### src/include/flh_pkg.sv
// Shared constants and types for the FCoE aggregated-link selector.
`default_nettype none
package flh_pkg;
    localparam int SID_W = 24;
    localparam int DID_W = 24;
    localparam int FABID_W = 12;
    localparam int PORT_W = 8;
    localparam int MOD_W = 8;
    localparam int OXID_W = 16;
    localparam int HASH_W = 16;
    localparam int LINK_W = 4;
    localparam int TAG_W = 16;
    localparam int FIFO_DEPTH = 32;
    localparam int FIFO_AW = 5;
    localparam logic [HASH_W-1:0] HASH_SEED = 16'hFFFF;
    localparam logic [HASH_W-1:0] HASH_POLY = 16'h1021;
    localparam logic OXID_EN_RESET = 1'b1;
    localparam int KEY_W = SID_W + DID_W + FABID_W + PORT_W + MOD_W + OXID_W;
    localparam int ENTRY_W = TAG_W + 1 + KEY_W;
    typedef enum logic [1:0] {FLH_IDLE, FLH_HASH, FLH_MOD, FLH_OUT} flh_state_e;
endpackage
`default_nettype wire

### src/hw/flh_fifo.sv
// Parameterised first-in first-out buffer with valid and ready on both sides.
`timescale 1ns/1ps
`default_nettype none
module flh_fifo #(
    parameter int WIDTH = 8,
    parameter int DEPTH = 32,
    parameter int AW = 5
) (
    input wire logic mclk,
    input wire logic rst,
    input wire logic in_valid,
    output logic in_ready,
    input wire logic [WIDTH-1:0] in_data,
    output logic out_valid,
    input wire logic out_ready,
    output logic [WIDTH-1:0] out_data
);
    logic [WIDTH-1:0] mem [DEPTH];
    logic [AW-1:0] wr_reg, wr_next, rd_reg, rd_next;
    logic [AW:0] cnt_reg, cnt_next;
    logic [WIDTH-1:0] dout_reg, dout_next;
    logic dv_reg, dv_next;
    logic push, pop, load;

    // Read data sit in a register; the output stage is one slot beyond the DEPTH memory entries.
    always_comb
    begin
        push = in_valid && in_ready;
        load = (cnt_reg != '0) && (!dv_reg || out_ready);
        pop = dv_reg && out_ready;
        wr_next = push ? wr_reg + 1'b1 : wr_reg;
        rd_next = load ? rd_reg + 1'b1 : rd_reg;
        cnt_next = cnt_reg + {{AW{1'b0}}, push} - {{AW{1'b0}}, load};
        dout_next = load ? mem[rd_reg] : dout_reg;
        dv_next = load ? 1'b1 : (pop ? 1'b0 : dv_reg);
    end

    always_ff @(posedge mclk)
    begin
        if (rst)
        begin
            wr_reg <= '0;
            rd_reg <= '0;
            cnt_reg <= '0;
            dv_reg <= 1'b0;
            dout_reg <= '0;
        end
        else
        begin
            wr_reg <= wr_next;
            rd_reg <= rd_next;
            cnt_reg <= cnt_next;
            dv_reg <= dv_next;
            dout_reg <= dout_next;
        end
    end

    always_ff @(posedge mclk)
    begin
        if (push)
        begin
            mem[wr_reg] <= in_data;
        end
    end

    assign in_ready = (cnt_reg != DEPTH[AW:0]);
    assign out_valid = dv_reg;
    assign out_data = dout_reg;
endmodule
`default_nettype wire

### src/hw/flh_select.sv
// Hash-based member-link selector for FCoE frames leaving on an aggregated group.
// How it works
// - Hash always covers the five fixed fields.
// - Hash picks one member link, or drops the frame when its group has no active links.
// - Exchange identifier included after reset.
// - Cleared setting drops exchange identifier from hash.
// - Separate fabric and Ethernet settings, group-wide.
// - Fabric ports always hashed as one group.
// - Excluded identifier keeps endpoint pairs on one link.
// - Selection applies to forwarder-facing aggregated traffic.
// - Included identifier spreads exchanges over links.
`timescale 1ns/1ps
`default_nettype none
module flh_select (
    input wire logic mclk,
    input wire logic rst,
    input wire logic oxid_en_fabric,
    input wire logic oxid_en_ethernet,
    input wire logic [flh_pkg::LINK_W:0] fabric_active_count,
    input wire logic [flh_pkg::LINK_W:0] ethernet_active_count,
    input wire logic in_valid,
    output logic in_ready,
    input wire logic [flh_pkg::TAG_W-1:0] in_tag,
    input wire logic in_is_fabric,
    input wire logic [flh_pkg::SID_W-1:0] in_source_id,
    input wire logic [flh_pkg::DID_W-1:0] in_destination_id,
    input wire logic [flh_pkg::FABID_W-1:0] in_fabric_identifier,
    input wire logic [flh_pkg::PORT_W-1:0] in_ingress_port_number,
    input wire logic [flh_pkg::MOD_W-1:0] in_ingress_module_number,
    input wire logic [flh_pkg::OXID_W-1:0] in_exchange_id,
    output logic out_valid,
    input wire logic out_ready,
    output logic [flh_pkg::TAG_W-1:0] out_tag,
    output logic [flh_pkg::LINK_W-1:0] out_link,
    output logic [flh_pkg::HASH_W-1:0] out_hash,
    output logic out_drop
);
    localparam int KW = flh_pkg::KEY_W;
    localparam int EW = flh_pkg::ENTRY_W;
    localparam int HW = flh_pkg::HASH_W;
    localparam int LW = flh_pkg::LINK_W;

    // Bitwise CRC over the key; pure function so equal keys give equal hashes.
    function automatic logic [HW-1:0] key_hash(input logic [KW-1:0] key);
        logic [HW-1:0] h;
        logic fb;
        h = flh_pkg::HASH_SEED;
        for (int i = KW - 1; i >= 0; i--)
        begin
            fb = h[HW-1] ^ key[i];
            h = {h[HW-2:0], 1'b0} ^ (fb ? flh_pkg::HASH_POLY : '0);
        end
        return h;
    endfunction

    // The group bit sits just below the tag in a queued entry.
    function automatic logic entry_is_fabric(input logic [EW-1:0] entry);
        return entry[EW-flh_pkg::TAG_W-1];
    endfunction

    function automatic logic [flh_pkg::TAG_W-1:0] entry_tag(input logic [EW-1:0] entry);
        return entry[EW-1 -: flh_pkg::TAG_W];
    endfunction

    // A disabled exchange id is replaced by zeros so every exchange of a pair hashes alike.
    function automatic logic [KW-1:0] entry_key(input logic [EW-1:0] entry, input logic use_oxid);
        logic [flh_pkg::OXID_W-1:0] xid;
        xid = use_oxid ? entry[flh_pkg::OXID_W-1:0] : '0;
        return {entry[KW-1:flh_pkg::OXID_W], xid};
    endfunction

    function automatic logic [LW:0] group_count(input logic is_fab, input logic [LW:0] fab_cnt,
                                                input logic [LW:0] eth_cnt);
        return is_fab ? fab_cnt : eth_cnt;
    endfunction

    // Config straps are synchronised since they come from a slow management domain.
    logic [1:0] fab_sync_reg, fab_sync_next;
    logic [1:0] eth_sync_reg, eth_sync_next;
    logic oxid_fab_reg, oxid_fab_next;
    logic oxid_eth_reg, oxid_eth_next;

    always_comb
    begin
        fab_sync_next = {fab_sync_reg[0], oxid_en_fabric};
        eth_sync_next = {eth_sync_reg[0], oxid_en_ethernet};
        // Only the second stage is read, so a metastable first stage never reaches the key.
        oxid_fab_next = fab_sync_reg[1];
        oxid_eth_next = eth_sync_reg[1];
    end

    always_ff @(posedge mclk)
    begin
        if (rst)
        begin
            fab_sync_reg <= {2{flh_pkg::OXID_EN_RESET}};
            eth_sync_reg <= {2{flh_pkg::OXID_EN_RESET}};
            oxid_fab_reg <= flh_pkg::OXID_EN_RESET;
            oxid_eth_reg <= flh_pkg::OXID_EN_RESET;
        end
        else
        begin
            fab_sync_reg <= fab_sync_next;
            eth_sync_reg <= eth_sync_next;
            oxid_fab_reg <= oxid_fab_next;
            oxid_eth_reg <= oxid_eth_next;
        end
    end

    // Input frames are buffered so the multi-cycle selector can stall the pipeline.
    logic [EW-1:0] fifo_in, fifo_out;
    logic fifo_valid, fifo_ready;

    assign fifo_in = {in_tag, in_is_fabric, in_source_id, in_destination_id, in_fabric_identifier,
                      in_ingress_port_number, in_ingress_module_number, in_exchange_id};

    flh_fifo #(
        .WIDTH(EW),
        .DEPTH(flh_pkg::FIFO_DEPTH),
        .AW(flh_pkg::FIFO_AW)
    ) u_fifo (
        .mclk(mclk),
        .rst(rst),
        .in_valid(in_valid),
        .in_ready(in_ready),
        .in_data(fifo_in),
        .out_valid(fifo_valid),
        .out_ready(fifo_ready),
        .out_data(fifo_out)
    );

    flh_pkg::flh_state_e state_reg, state_next;
    logic [flh_pkg::TAG_W-1:0] tag_reg, tag_next;
    logic [KW-1:0] key_reg, key_next;
    logic head_fab;
    logic [HW-1:0] hash_reg, hash_next;
    logic [HW-1:0] rem_reg, rem_next;
    logic [LW:0] cnt_reg, cnt_next;
    logic [LW-1:0] link_reg, link_next;
    logic drop_reg, drop_next;
    logic oxid_use;

    always_comb
    begin
        state_next = state_reg;
        tag_next = tag_reg;
        key_next = key_reg;
        hash_next = hash_reg;
        rem_next = rem_reg;
        cnt_next = cnt_reg;
        link_next = link_reg;
        drop_next = drop_reg;
        fifo_ready = 1'b0;
        head_fab = entry_is_fabric(fifo_out);
        oxid_use = head_fab ? oxid_fab_reg : oxid_eth_reg;
        case (state_reg)
            flh_pkg::FLH_IDLE:
            begin
                fifo_ready = 1'b1;
                if (fifo_valid)
                begin
                    tag_next = entry_tag(fifo_out);
                    // The five fixed fields always enter; the exchange id is zeroed when disabled.
                    key_next = entry_key(fifo_out, oxid_use);
                    cnt_next = group_count(head_fab, fabric_active_count, ethernet_active_count);
                    state_next = flh_pkg::FLH_HASH;
                end
            end
            flh_pkg::FLH_HASH:
            begin
                hash_next = key_hash(key_reg);
                rem_next = key_hash(key_reg);
                state_next = flh_pkg::FLH_MOD;
            end
            flh_pkg::FLH_MOD:
            begin
                // Repeated subtraction keeps the divider small at the cost of latency.
                if (cnt_reg == '0)
                begin
                    drop_next = 1'b1;
                    link_next = '0;
                    state_next = flh_pkg::FLH_OUT;
                end
                else if (rem_reg >= HW'(cnt_reg))
                begin
                    rem_next = rem_reg - HW'(cnt_reg);
                end
                else
                begin
                    drop_next = 1'b0;
                    link_next = rem_reg[LW-1:0];
                    state_next = flh_pkg::FLH_OUT;
                end
            end
            flh_pkg::FLH_OUT:
            begin
                if (out_ready)
                begin
                    state_next = flh_pkg::FLH_IDLE;
                end
            end
            default:
            begin
                state_next = flh_pkg::FLH_IDLE;
            end
        endcase
    end

    always_ff @(posedge mclk)
    begin
        if (rst)
        begin
            state_reg <= flh_pkg::FLH_IDLE;
            tag_reg <= '0;
            key_reg <= '0;
            hash_reg <= '0;
            rem_reg <= '0;
            cnt_reg <= '0;
            link_reg <= '0;
            drop_reg <= 1'b0;
        end
        else
        begin
            state_reg <= state_next;
            tag_reg <= tag_next;
            key_reg <= key_next;
            hash_reg <= hash_next;
            rem_reg <= rem_next;
            cnt_reg <= cnt_next;
            link_reg <= link_next;
            drop_reg <= drop_next;
        end
    end

    assign out_valid = (state_reg == flh_pkg::FLH_OUT);
    assign out_tag = tag_reg;
    assign out_link = link_reg;
    assign out_hash = hash_reg;
    assign out_drop = drop_reg;
endmodule
`default_nettype wire

### config.mk
export PLATFORM = sky130hd
export DESIGN_NAME = flh_select
export DESIGN_NICKNAME = d
export VERILOG_FILES = /design/src/include/flh_pkg.sv /design/src/hw/flh_fifo.sv /design/src/hw/flh_select.sv
export SDC_FILE = /design/constraint.sdc
export NUM_CORES = 2
export LEC_CHECK = 0
export BUFFER_PORTS_ARGS = -buffer_cell sky130_fd_sc_hd__buf_2
export CAP_MARGIN = 20
export CORE_ASPECT_RATIO = 0.5
export CORE_UTILIZATION = 56
export DETAILED_ROUTE_END_ITERATION = 12
export PLACE_DENSITY_LB_ADDON = 0.2
export RECOVER_POWER = 25
export SYNTH_ARGS = -nofsm -noshare
export SYNTH_HDL_FRONTEND = slang
export SYNTH_SLANG_ARGS = --single-unit
### constraint.sdc
create_clock -name mclk -period 12.45 [get_ports mclk]
set_input_delay 1.245 -clock mclk [delete_from_list [all_inputs] [get_ports mclk]]
set_output_delay 1.245 -clock mclk [all_outputs]
set_load 0.01 [all_outputs]
==> run_results.csv <==
group,metric,value,unit
status,status,"finished clean",
worst_setup_path,path_cells,"xnor3_1, xnor3_1, xnor3_1, xnor3_1, xnor2_1, xnor3_1, xnor3_2, xnor3_1, xnor2_1, xnor3_1, xor2_1, mux2i_1, nor2b_1",
worst_setup_path,critPathSlowestCell,"xnor2_1",
grt,grt_start_max_net_pins,145,
worst_setup_path,r2r_start,"key_reg[90]",
logic_synthesis,ys.flop_type,"edfxtp_1",
grt,grt_pass1_vias,69600,
worst_setup_path,worst-path-buf-inv,0,
clock_network,path_clk_slew,60,ps
die,dieHeight,363,microns
logic_synthesis,syn_inst,6455,
die,num_io_pins,164,
clock_network,clock_latency,890,ps
flow_run,cap_violations,0,
grt,antenna_found_initial,21,
final_layout,drive_above_1_share,26.5,%
sta,clock_skew,54.1,ps
clock_network,postCtsResizedCells,0,
worst_setup_path,path_max_fanout,8,
sta,period_needed,5410,ps
logic_synthesis,seq_area_frac_synth,75.8,%
logic_synthesis,yosysWarningCount,0,
sta,hold_ws,411,ps
clock_network,numCtsBuffers,322,
final_layout,nets,6881,
sta,finalHoldViolations,0,
clock_network,clock-root-buffer,"clkbuf_16",
worst_setup_path,required,13180,ps
clock_network,h-tree-depth,5,
logic_synthesis,ys_seq_elements,3772,
die,num_rows,131,
die,die_x,723,microns
clock_network,post-cts-setup-buffers,0,
placed_design,hpwl,186000,microns
die,die-area,0.262,sq mm
grt,overflow,0,
logic_synthesis,syn_nets,6605,
die,initial_core_util,56.7,%
clock_network,cts.path.max_buffers,4,
route,wl,359000,microns
worst_setup_path,cp_common_cell,"xnor3_1",
sta,fmax,185,MHz
worst_setup_path,critical_path.startpoint,"key_reg[90]",
placed_design,portBuffers,163,
clock_network,clock-sinks,3772,
sta,setup_violations,0,
worst_setup_path,path_class,"flop to flop",
placed_design,gp_congestion,0.832,
worst_setup_path,endpoint_kind,"flop",
logic_synthesis,postSynth.asyncResetShare,0,%
route,postRouteAntennaNets,0,
sta,worst_pin_slew,1330,ps
final_layout,largest_reg_flops,3488,
route,wl_per_cell,34.4,microns
worst_setup_path,crit_arrival,6150,ps
sta,slew_headroom,11.5,%
final_layout,syn_to_final_growth,10.7,%
min_path,hp-start,"fab_sync_reg[0]",
sta,rsz0062_at_grt,"no",
worst_setup_path,path_delay_family,"XOR/XNOR gates",
route,viasPerCell,6.65,
clock_network,hold_buffers,0,
logic_synthesis,synth-edff-count,3488,
min_path,hp-class,"flop to flop",
worst_setup_path,critPathLaunchType,"flop",
sta,fin_crit_sh,43.5,%
logic_synthesis,syn_area,0.146,sq mm
clock_network,cts_tree,"yes",
route,drtPass1Iterations,6,
sta,maxSlewViolCount,0,
route,vias,69400,
worst_setup_path,cp_slowest_stage_delay,680,ps
route,dr.first_iter.drc_count,8636,
grt,grt_use_total,27.4,%
grt,grt_pass1_wl,510000,microns
logic_synthesis,syn_area_per_cell,22.6,sq um
logic_synthesis,synth.distinct_cells,51,
route,drc,0,
sta,setup_tns,0,ps
die,core_area,0.257,sq mm
final timing paths:
kind / slack (ps) / to / cells after the start
worst max-delay path: 7040 / out_hash[2] / 13
worst min register to register: 410 / fab_sync_reg[1] / 1
worst min-delay path: 410 / fab_sync_reg[1] / 1
worst max register to register: 7040 / out_hash[2] / 13
per-layer routing:
metal | share of wire (%) | GRT usage [%] | up-vias
met5 | 0.016 | 0 | -
met4 | 2.1 | 5.81 | 8
met3 | 9.5 | 4.96 | 529
met2 | 47 | 42.1 | 3798
met1 | 42 | 42.0 | 37500
li1 | - | - | 27500
through the flow:
step                      worst slack (ps)  util (%)  cells  instance area, sq um
after floorplan                       5390         -   6455                146000
after global placement                6890      58.8   9864                151000
after detailed placement              6840      58.8   9865                151000
after CTS                             7000      62.8  10400                161000
after global routing                  6710      62.8  10400                161000
final                                 7040      62.8  10400                161000
final cells by class:
class                      count  area (sq um)
clock inverter               165          1610
fill                       17000         95500
clock buffer                 402          8680
antenna                        3          7.51
inverter                      31           116
timing repair buffer         306          2020
tap                         3458          4330
multi-input combinational   2298         34100
sequential                  3772        110000
worst register-to-register path: stages, from the launching register on:
cell,delay (ps)
dfxtp_1,600
xnor3_1,340
xnor3_1,490
xnor3_1,520
xnor3_1,290
xnor2_1,680
xnor3_1,320
xnor3_2,470
xnor3_1,410
xnor2_1,300
xnor3_1,320
xor2_1,260
mux2i_1,130
nor2b_1,170
cells by family (layout without fill, tap and decap cells):
group	Yosys count	count (layout)	synth area share [%]
flops	3772	3772	75.8
mux	1221	1221	17.7
simple gates	484	484	1.33
buf+inv	385	904	0.999
compound gates	287	287	1.26
xor+xnor	281	281	2.66
fa+ha+maj	25	25	0.225
other cells	0	3	0
synth_stat cells, drive strengths merged (3+ instances only):
library cell | instances | share of area (%)
edfxtp | 3488 | 72
mux4 | 1090 | 17
dfxtp | 284 | 3.9
clkbuf | 248 | 0.64
nand2 | 221 | 0.57
nor2 | 212 | 0.55
mux2i | 131 | 0.90
xnor2 | 124 | 0.82
a211oi | 122 | 0.63
a21oi | 113 | 0.39
buf | 106 | 0.28
xnor3 | 72 | 1.1
xor2 | 66 | 0.41
inv | 31 | 0.080
ha | 23 | 0.20
a22oi | 19 | 0.098
xor3 | 19 | 0.31
o21ai | 10 | 0.034
nand3 | 9 | 0.031
nor2b | 8 | 0.034
o22ai | 8 | 0.034
or2 | 7 | 0.030
a21o | 4 | 0.021
nand2b | 4 | 0.017
nor3 | 4 | 0.014
and3 | 3 | 0.013
nand3b | 3 | 0.015
nand4 | 3 | 0.013
placed cells by master, fill, tap and decap left out, types with 7 or more instances in the layout:
master and n:
edfxtp_1 3488, mux4_2 1090, clkbuf_16 331, dfxtp_1 279, nand2_1 220, nor2_1 180
clkbuf_1 132, mux2i_1 131, buf_4 125, a211oi_1 122, xnor2_1 112, a21oi_1 112
buf_2 88, xor2_1 64, xnor3_1 63, clkinv_1 57, clkinv_2 53, nor2_4 32
inv_1 31, bufinv_16 29, ha_1 23, a22oi_1 19, xor3_1 18, buf_12 17
clkbuf_8 13, xnor2_2 10, o21ai_0 10, nand3_1 9, xnor3_2 9, nor2b_1 8
o22ai_1 8, clkinvlp_4 8, or2_2 7, inv_6 7
Power is not shown: default switching activity piles up to over one toggle a cycle in this logic, so the estimate is an artifact.
